<file path="config.mk">
export PLATFORM = sky130hd
export DESIGN_NAME = transceiver_status_two
export DESIGN_NICKNAME = d
export VERILOG_FILES = /design/src/pkg/status_two_pkg.sv /design/src/rtl/field_sync.sv /design/src/rtl/guard_timer.sv /design/src/rtl/transceiver_status_two.sv
export SDC_FILE = /design/constraint.sdc
export NUM_CORES = 1
export LEC_CHECK = 0
export BUFFER_PORTS_ARGS = -buffer_cell sky130_fd_sc_hd__buf_2
export CAP_MARGIN = 20
export CELL_PAD_IN_SITES_DETAIL_PLACEMENT = 1
export CELL_PAD_IN_SITES_GLOBAL_PLACEMENT = 1
export CORE_MARGIN = 2
export CORE_UTILIZATION = 45
export CTS_BUF_LIST = sky130_fd_sc_hd__clkbuf_4
export DETAILED_ROUTE_END_ITERATION = 7
export PLACE_DENSITY = 0.85
export SYNTH_ARGS = -nofsm -noshare
export SYNTH_HDL_FRONTEND = slang
export SYNTH_SLANG_ARGS = --single-unit
</file>
<file path="constraint.sdc">
create_clock -name sys_clk -period 4 [get_ports sys_clk]
set_input_delay 0.4 -clock sys_clk [delete_from_list [all_inputs] [get_ports sys_clk]]
set_output_delay 0.4 -clock sys_clk [all_outputs]
set_load 0.01 [all_outputs]
</file>
<file path="src/pkg/status_two_pkg.sv">
/*
 Shared constants and carriers for the second transceiver status register.
 Assumes a single system clock and a synchronous, active-high reset.
*/
package status_two_pkg;
    // -------------------------------------------------------------
    // Register map
    // -------------------------------------------------------------
    localparam logic [5:0] STATUS_TWO_ADDR = 6'h08;
    localparam logic [7:0] STATUS_TWO_RESET = 8'h00;
    localparam int RELEASE_BIT = 7;
    localparam int FAST_FORCE_BIT = 6;
    localparam int RESERVED_BIT = 5;
    localparam int SELECTED_BIT = 4;
    localparam int CIPHER_BIT = 3;
    localparam int PHASE_LSB = 0;
    localparam int PHASE_W = 3;

    // -------------------------------------------------------------
    // Timing
    // -------------------------------------------------------------
    localparam int CLK_PERIOD_NS = 5;
    localparam int GUARD_UNIT_NS = 5;
    localparam int GUARD_UNIT_CYC = (GUARD_UNIT_NS + CLK_PERIOD_NS - 1)
        / CLK_PERIOD_NS;

    // Phase codes as reported in bits 2..0
    localparam logic [2:0] PH_IDLE = 3'h0;
    localparam logic [2:0] PH_LAUNCH = 3'h1;
    localparam logic [2:0] PH_TX_GUARD = 3'h2;
    localparam logic [2:0] PH_SEND = 3'h3;
    localparam logic [2:0] PH_RX_GUARD = 3'h4;
    localparam logic [2:0] PH_WAIT_DATA = 3'h5;
    localparam logic [2:0] PH_RECEIVE = 3'h6;

    // Host register access
    typedef struct packed {
        logic wr;
        logic rd;
        logic [5:0] addr;
        logic [7:0] wdata;
    } reg_req_t;

    // Events from the command and transceiver logic
    typedef struct packed {
        logic auto_anticollision_command;
        logic passive_mode;
        logic select_or_poll_answered;
        logic card_authenticate_ok;
        logic field_present;
        logic temp_below_limit;
        logic overheat_event;
        logic command_start;
        logic reader_card_mode;
    } core_evt_t;

    // Transceiver sequencing inputs
    typedef struct packed {
        logic tx_request;
        logic transmit_launch;
        logic tx_field_wait_enable;
        logic rx_field_wait_enable;
        logic tx_done;
        logic rx_start;
        logic rx_done;
        logic [7:0] tx_guard_time_register;
        logic [7:0] rx_guard_time_register;
    } trx_ctl_t;
endpackage

</file>
<file path="src/rtl/field_sync.sv">
/*
 Two-stage synchroniser for asynchronous pin levels.
 Assumes the inputs are plain levels with no timing relation to sys_clk.
*/
`timescale 1ns/100ps
`default_nettype none
module field_sync #(
    parameter int WIDTH = 2
) (
    input wire logic sys_clk,
    input wire logic rst,
    input wire logic [WIDTH-1:0] async_in,
    output logic [WIDTH-1:0] sync_out
);
    typedef struct packed {
        logic [WIDTH-1:0] meta;
        logic [WIDTH-1:0] stable;
    } sync_state_t;

    sync_state_t st_r;
    sync_state_t st_nxt;

    // --------------------------------------------------------------
    // Two flops; only the second stage is visible
    // --------------------------------------------------------------
    always_comb begin
        st_nxt.meta = async_in;
        st_nxt.stable = st_r.meta;
    end

    always_ff @(posedge sys_clk) begin
        if (rst) begin
            st_r <= '0;
        end else begin
            st_r <= st_nxt;
        end
    end

    assign sync_out = st_r.stable;
endmodule
`default_nettype wire

</file>
<file path="src/rtl/guard_timer.sv">
/*
 Minimum-duration guard counter for the transceiver phases.
 Assumes load comes from logic on sys_clk.
*/
`timescale 1ns/100ps
`default_nettype none
module guard_timer #(
    parameter int WIDTH = 8
) (
    input wire logic sys_clk,
    input wire logic rst,
    input wire logic load,
    input wire logic [WIDTH-1:0] min_time,
    output logic expired
);
    import status_two_pkg::*;

    typedef struct packed {
        logic [WIDTH+3:0] cnt;
    } gt_state_t;

    gt_state_t st_r;
    gt_state_t st_nxt;

    // --------------------------------------------------------------
    // Countdown
    // --------------------------------------------------------------
    // Load converts guard units into cycles, then counts to zero
    always_comb begin
        st_nxt = st_r;
        if (load) begin
            st_nxt.cnt = (WIDTH+4)'(min_time) * (WIDTH+4)'(GUARD_UNIT_CYC);
        end else if (st_r.cnt != '0) begin
            st_nxt.cnt = st_r.cnt - (WIDTH+4)'(1);
        end
    end

    always_ff @(posedge sys_clk) begin
        if (rst) begin
            st_r <= '0;
        end else begin
            st_r <= st_nxt;
        end
    end

    // Expiry looks at the count only: the sequencer derives load from
    // its own next phase, so a load term here would close a loop
    assign expired = (st_r.cnt == '0);
endmodule
`default_nettype wire

</file>
<file path="src/rtl/transceiver_status_two.sv">
/*
 Second transceiver status register with overheat latch and the
 transmit/receive phase sequencer whose state it reports.
 Assumes the host port and command logic run on sys_clk; the field
 detector and two-wire speed indication are pins and are synchronised.
 Guard phases count whole clock cycles per guard unit; a guard time of
 zero still costs one cycle in that phase. Setting events win over a
 same-cycle clear for every flag. Reads of other addresses return zero,
 and the release bit reads as one only in the cycle after its write.
*/
// Operation
// - Register at address 08h, all zeros after reset.
// - Release bit clears overheat error only while below 125 degrees.
// - Fast-force bit set puts two-wire filter in high-speed mode.
// - Fast-force bit clear makes filter follow actual protocol speed.
// - Listener flag sets when select or polling command answered.
// - Listener flag sets only during auto anticollision in passive mode.
// - Listener flag clears when external RF field goes away.
// - Cipher flag set means card data is encrypted.
// - Cipher flag sets only on successful card authentication.
// - Cipher flag counts only in reader mode with the card family.
// - Phase field reports idle, launch, guards, send, wait, receive.
// - Phase 001 holds off until transmit launch is written.
// - Phase 010 waits for RF field when tx field wait enabled.
// - Phase 010 lasts at least the tx guard time.
// - Phase 100 waits for RF field when rx field wait enabled.
// - Phase 100 lasts at least the rx guard time.
// - Command start clears errors except overheat; release clears it.
`timescale 1ns/100ps
`default_nettype none
module transceiver_status_two #(
    parameter int GUARD_W = 8
) (
    input wire logic sys_clk,
    input wire logic rst,
    input wire status_two_pkg::reg_req_t host_req,
    output logic [7:0] host_rdata,
    input wire status_two_pkg::core_evt_t core_evt,
    input wire status_two_pkg::trx_ctl_t trx_ctl,
    input wire logic rf_field_pin,
    input wire logic two_wire_fast_pin,
    output logic overheat_error,
    output logic two_wire_filter_fast,
    output logic card_cipher_active,
    output logic cipher_enable,
    output logic listener_selected_flag,
    output logic tx_active,
    output logic rx_active,
    output logic [2:0] transceiver_phase
);
    import status_two_pkg::*;

    // ----------------------------------------------------------------
    // State
    // ----------------------------------------------------------------
    // Sequencer states in reporting order
    typedef enum {
        S_IDLE,
        S_LAUNCH,
        S_TX_GUARD,
        S_SEND,
        S_RX_GUARD,
        S_WAIT_DATA,
        S_RECEIVE
    } phase_t;

    // All state in one word; read data is captured into flops
    typedef struct packed {
        logic release_bit;
        logic fast_force;
        logic selected;
        logic cipher;
        logic overheat;
        logic [7:0] rdata;
        phase_t phase;
    } st_t;

    st_t st_r;
    st_t st_nxt;
    // Synchronised pins, host decode and guard timer handshakes
    logic [1:0] pins_sync;
    logic field_on;
    logic fast_proto;
    logic wr_hit;
    logic rd_hit;
    logic tx_guard_load;
    logic rx_guard_load;
    logic tx_guard_done;
    logic rx_guard_done;

    // Phase code for an enumerated state
    function automatic logic [2:0] phase_code(input phase_t p);
        case (p)
            S_IDLE: phase_code = PH_IDLE;
            S_LAUNCH: phase_code = PH_LAUNCH;
            S_TX_GUARD: phase_code = PH_TX_GUARD;
            S_SEND: phase_code = PH_SEND;
            S_RX_GUARD: phase_code = PH_RX_GUARD;
            S_WAIT_DATA: phase_code = PH_WAIT_DATA;
            S_RECEIVE: phase_code = PH_RECEIVE;
            default: phase_code = PH_IDLE;
        endcase
    endfunction

    // Address decode shared by the read and the write path
    function automatic logic addr_hit(input logic [5:0] a);
        addr_hit = (a == STATUS_TWO_ADDR);
    endfunction

    // A guard phase ends once its minimum time is over and, when the
    // matching wait enable asks for it, the RF field is present
    function automatic logic guard_clear(input logic done,
        input logic field, input logic wait_en);
        guard_clear = done && (field || !wait_en);
    endfunction

    // ----------------------------------------------------------------
    // Pin synchronisers
    // ----------------------------------------------------------------
    // Field detector and speed indication have no relation to sys_clk
    field_sync #(
        .WIDTH(2)
    ) u_sync (
        .sys_clk(sys_clk),
        .rst(rst),
        .async_in({rf_field_pin, two_wire_fast_pin}),
        .sync_out(pins_sync)
    );

    // Bit order follows the concatenation at the synchroniser input
    assign field_on = pins_sync[1];
    assign fast_proto = pins_sync[0];

    // ----------------------------------------------------------------
    // Guard timers
    // ----------------------------------------------------------------
    // One timer per guard phase so each keeps its own programmed time
    guard_timer #(
        .WIDTH(GUARD_W)
    ) u_tx_guard (
        .sys_clk(sys_clk),
        .rst(rst),
        .load(tx_guard_load),
        .min_time(trx_ctl.tx_guard_time_register[GUARD_W-1:0]),
        .expired(tx_guard_done)
    );

    guard_timer #(
        .WIDTH(GUARD_W)
    ) u_rx_guard (
        .sys_clk(sys_clk),
        .rst(rst),
        .load(rx_guard_load),
        .min_time(trx_ctl.rx_guard_time_register[GUARD_W-1:0]),
        .expired(rx_guard_done)
    );

    // ----------------------------------------------------------------
    // Host decode
    // ----------------------------------------------------------------
    // Strobes only count when they address this register
    assign wr_hit = host_req.wr && addr_hit(host_req.addr);
    assign rd_hit = host_req.rd && addr_hit(host_req.addr);

    // Timers load on entry to their guard phase
    assign tx_guard_load = (st_r.phase != S_TX_GUARD)
        && (st_nxt.phase == S_TX_GUARD);
    assign rx_guard_load = (st_r.phase != S_RX_GUARD)
        && (st_nxt.phase == S_RX_GUARD);

    // ----------------------------------------------------------------
    // Next state
    // ----------------------------------------------------------------
    always_comb begin
        st_nxt = st_r;
        // Release bit is a strobe; it reads as one for a single cycle
        st_nxt.release_bit = 1'b0;
        // Host writes to the read/write bits
        if (wr_hit) begin
            st_nxt.release_bit = host_req.wdata[RELEASE_BIT];
            st_nxt.fast_force = host_req.wdata[FAST_FORCE_BIT];
            if (!host_req.wdata[CIPHER_BIT]) begin
                st_nxt.cipher = 1'b0;
            end
        end
        // Authentication wins over a same-cycle host clear
        if (core_evt.card_authenticate_ok) begin
            st_nxt.cipher = 1'b1;
        end
        // Overheat: release only below limit; set wins
        if (wr_hit && host_req.wdata[RELEASE_BIT]
            && core_evt.temp_below_limit) begin
            st_nxt.overheat = 1'b0;
        end
        // Command start leaves overheat untouched
        if (core_evt.overheat_event) begin
            st_nxt.overheat = 1'b1;
        end
        // Listener flag: cleared when field drops, set wins
        if (!field_on) begin
            st_nxt.selected = 1'b0;
        end
        if (core_evt.select_or_poll_answered
            && core_evt.auto_anticollision_command
            && core_evt.passive_mode) begin
            st_nxt.selected = 1'b1;
        end
        // Phase sequencer; each event is taken only in its own phase,
        // so a stray pulse elsewhere leaves the phase alone
        case (st_r.phase)
            S_IDLE: begin
                if (trx_ctl.tx_request) begin
                    st_nxt.phase = S_LAUNCH;
                end
            end
            S_LAUNCH: begin
                if (trx_ctl.transmit_launch) begin
                    st_nxt.phase = S_TX_GUARD;
                end
            end
            S_TX_GUARD: begin
                if (guard_clear(tx_guard_done, field_on,
                    trx_ctl.tx_field_wait_enable)) begin
                    st_nxt.phase = S_SEND;
                end
            end
            S_SEND: begin
                if (trx_ctl.tx_done) begin
                    st_nxt.phase = S_RX_GUARD;
                end
            end
            S_RX_GUARD: begin
                if (guard_clear(rx_guard_done, field_on,
                    trx_ctl.rx_field_wait_enable)) begin
                    st_nxt.phase = S_WAIT_DATA;
                end
            end
            S_WAIT_DATA: begin
                if (trx_ctl.rx_start) begin
                    st_nxt.phase = S_RECEIVE;
                end
            end
            S_RECEIVE: begin
                if (trx_ctl.rx_done) begin
                    st_nxt.phase = S_IDLE;
                end
            end
            default: begin
                st_nxt.phase = S_IDLE;
            end
        endcase
        // Read data captured from the current state
        st_nxt.rdata = 8'h00;
        if (rd_hit) begin
            st_nxt.rdata[RELEASE_BIT] = st_r.release_bit;
            st_nxt.rdata[FAST_FORCE_BIT] = st_r.fast_force;
            st_nxt.rdata[RESERVED_BIT] = 1'b0;
            st_nxt.rdata[SELECTED_BIT] = st_r.selected;
            st_nxt.rdata[CIPHER_BIT] = st_r.cipher;
            st_nxt.rdata[PHASE_LSB +: PHASE_W] = phase_code(st_r.phase);
        end
    end

    // ----------------------------------------------------------------
    // Registers
    // ----------------------------------------------------------------
    // Reset loads the all-zero status byte and an idle sequencer
    always_ff @(posedge sys_clk) begin
        if (rst) begin
            st_r.release_bit <= STATUS_TWO_RESET[RELEASE_BIT];
            st_r.fast_force <= STATUS_TWO_RESET[FAST_FORCE_BIT];
            st_r.selected <= STATUS_TWO_RESET[SELECTED_BIT];
            st_r.cipher <= STATUS_TWO_RESET[CIPHER_BIT];
            st_r.overheat <= 1'b0;
            st_r.rdata <= STATUS_TWO_RESET;
            st_r.phase <= S_IDLE;
        end else begin
            st_r <= st_nxt;
        end
    end

    // ----------------------------------------------------------------
    // Outputs
    // ----------------------------------------------------------------
    // Read data and flags straight from the state register
    assign host_rdata = st_r.rdata;
    assign overheat_error = st_r.overheat;
    // Forced fast, else follow the protocol in use
    assign two_wire_filter_fast = st_r.fast_force
        || fast_proto;
    assign card_cipher_active = st_r.cipher;
    // Encryption only applies in reader mode with the card family
    assign cipher_enable = st_r.cipher
        && core_evt.reader_card_mode;
    assign listener_selected_flag = st_r.selected;
    // Datapath enables decoded from the registered phase
    assign tx_active = (st_r.phase == S_SEND);
    assign rx_active = (st_r.phase == S_RECEIVE);
    assign transceiver_phase = phase_code(st_r.phase);
endmodule
`default_nettype wire

</file>
==> results.toml <==
[outcome]
run_status = "completed"

[sta]
final-hold-violation-count = 0
timing.max_slew.rel_slack_pct = 56.0
finalCriticalPeriod_ns = 2.53
timing.final.crit_share_pct = 63.2
final_max_slew_viol_count = 0
worst_pin_slew_ns = 0.660
finalSetupViolCount = 0
max_freq_mhz = 396
setup-tns-final_ns = 0
rsz0062_at_grt = "false"
clock-skew-final_ns = 0.0170

[power_and_ir_drop]
p_per_area_mw_per_mm2 = 586
clock_power_share_pct = 23.0
max-vdd-ir-drop_uv = 336
p_leak_nw = 1.45
power.net_switching_mw = 0.665
combPwrFrac_pct = 32.3
p_int_mw = 1.32
sw_ratio_pct = 33.5
seq_power_share_pct = 44.8

[synthesis]
synth_edf_count = 0
yosys_most_used_dff = "dfxtp_1"
yosysTopAreaCellShare_pct = 50.9
post-synth-top-area-cell = "dfxtp_1"
post_synth.cell_area_avg_um2 = 9.87
synth.cell_area_mm2 = 0.00283
synth.cells.most_frequent = "dfxtp_1 (72), nor2_1 (26), nand2_1 (18)"
synth_warnings = 0
ys_seq_area_share_pct = 50.9
synthesis.instances = 287
synth.most_common_cell = "dfxtp_1"
postSynth.asyncResetShare_pct = 0
synth.lib_cells_used.distinct = 45
synthTopCellsByArea = "dfxtp_1 (51%), nor2_1 (3.4%), nor4_1 (3.1%)"
synth.ff_latch_count = 72

[critical_path]
worstSetupStartpoint = "st_r[16]"
slowest_delay_ns = 0.45
reg2reg_setup_slack_ns = 1.60
worstReg2RegEnd = "u_rx_guard.st_r[5]"
critPathRequiredTime_ns = 3.60
worstSetupPathType = "reg2out"
end_kind = "output port"
path_cells = "nor4_1, nand4_1, or2_2, nor3_1, buf_2"
reg2reg_from = "u_rx_guard.st_r[0]"
ff2ff_path_depth = 7
worst_setup_path_start_kind = "flip-flop"
cp_data_arrival_time_ns = 2.13
critPathMaxFanout = 9
timing.critical_path.slowest_stage_cell = "or2_2"

[drt]
drt-total-wl_um = 6410
dr.pass1.iters = 4
routed-via-count = 2267
drt_drc_violations_left = 0
dr.first_iter.drc_count = 54
postRouteAntennaNets = 0
detail_route.vias_per_cell = 5.02
wl_per_cell_um = 14.2

[clocking]
cts_resized = 0
cts.hold.buffers_added = 0
post-cts-setup-buffer-count = 0
ctsHtreeMaxLevel = 3
cts_tree = "yes"
clk_lat_worst_skew_ns = 0.42
cts_buffer_depth = 2
clock-root-buffer = "clkbuf_4"
tritoncts.num_buffers = 9
cts_sinks = 72
cts.clk_slew.worst_paths_ns = 0.12

[die]
die_boundary_height_um = 83.4
die_w_um = 83.4
row_count = 28
design.core.area_mm2 = 0.00599
initial_core_util_pct = 47.3
pin_count = 70
dieArea_mm2 = 0.00695

[global_route]
grt_pass1_wl_um = 10800
pin_count_of_the_biggest_net_entering_global_routing = 35
first_global_vias = 2378
gr-usage-all-layers_pct = 19.7
global_route.overflow_total = 0
antenna_found_initial = 0

[place]
routabilityCongestion = 0.778
place.port_buffers = 61
place_hpwl_um = 4620

[layout]
drive_gt1_share_pct = 25.5
diodes = 0
finish.net_count = 428
area.growth.synth_to_final_pct = 19.6
final_core_utilization_pct = 56.6

[worst_hold_path]
worst_hold_path.num_cells = 2
holdCritPathClass = "in2reg"
min_delay_worst_endpoint = "u_sync.st_nxt[0]"
hold_path.startpoint = "two_wire_fast_pin"

[job]
timing.max_cap.violations = 0
power groups by stage:
stage               Combinational (mW)  Sequential, mW  Clock (mW)
finish                           0.641           0.889       0.456
global route                     0.722           0.903       0.497
CTS                              0.649           0.889       0.471
detailed placement               0.638           0.905           0
global placement                 0.599           0.896           0
floorplan                        0.508           0.882           0
worst max-delay path, delay by kind of cell, from the launching register on:
kind / cells / cell delay (ns)
buffers and inverters: 1 / 0.16
AND/OR/NAND/NOR: 4 / 1.22
flip-flops: 1 / 0.32
per-layer routing:
metal,up-vias,GRT usage (%),share of wire [%]
li1,1135,-,-
met1,1070,23.0,44
met2,52,33.9,50
met3,10,4.97,4.5
met4,0,8.79,1.7
met5,-,0,0
registers in the layout (all words and copies together), names as in the netlist:
signal                  cells
overheat_error              1
u_rx_guard.st_r            12
u_sync.sync_out             2
card_cipher_active          1
u_tx_guard.st_r            12
st_r                       34
listener_selected_flag      1
u_sync.st_nxt               2
host_rdata                  7
per-stage QoR:
step	power, mW	std cells	instance area, um^2	hold slack [ns]	setup WS (ns)
finish	1.99	452	3390	0.185	1.47
global route	2.12	452	3390	0.180	1.31
CTS	2.01	451	3380	0.158	1.42
detailed placement	1.54	435	3240	0.417	1.66
global placement	1.50	435	3240	0.413	1.72
floorplan	1.39	316	2940	0.406	2.00
cells by family (layout without fill, tap and decap cells):
group,Yosys count,after routing,synth area share (%)
AOI/OAI and AO/OA,32,32,7.55
xor gates and xnor gates,20,20,6.18
adders and majority gates,4,4,1.77
buffers and inverters,27,88,5.61
DFF,72,72,50.9
muxes,8,8,2.83
other,1,30,0.132
and+or+nand+nor,123,123,25.1
worst max path at each step:
stage / slack, ns / end / cells past startpoint
2_1_floorplan: 2.00 / u_rx_guard.st_r[9] / 5
3_3_place_gp: 1.72 / st_r[0] / 8
3_5_place_dp: 1.66 / st_r[0] / 8
4_1_cts: 1.42 / rx_active / 5
5_1_grt: 1.31 / rx_active / 5
6_report: 1.47 / rx_active / 5
final cells by class:
cell class / count / area (um^2)
inverter: 8 / 30.0
timing repair buffer: 64 / 332
clock buffer: 9 / 67.6
fill: 725 / 2600
multi-input combinational: 217 / 1350
clock inverter: 7 / 71.3
tap: 75 / 93.8
sequential: 72 / 1440
layout by cell type, fill, tap and decap left out, drive strengths merged, types with 7 or more instances in the layout:
cell    instances
mux2i           8
nor3            9
clkbuf          9
xnor2          10
or3            11
nor4           15
inv             9
nand2b          7
nand2          18
nor2b           7
conb           30
a21oi          12
nor2           26
buf            64
dfxtp          72
xor2           10
Note: power is estimated with default switching activity, not from simulation.
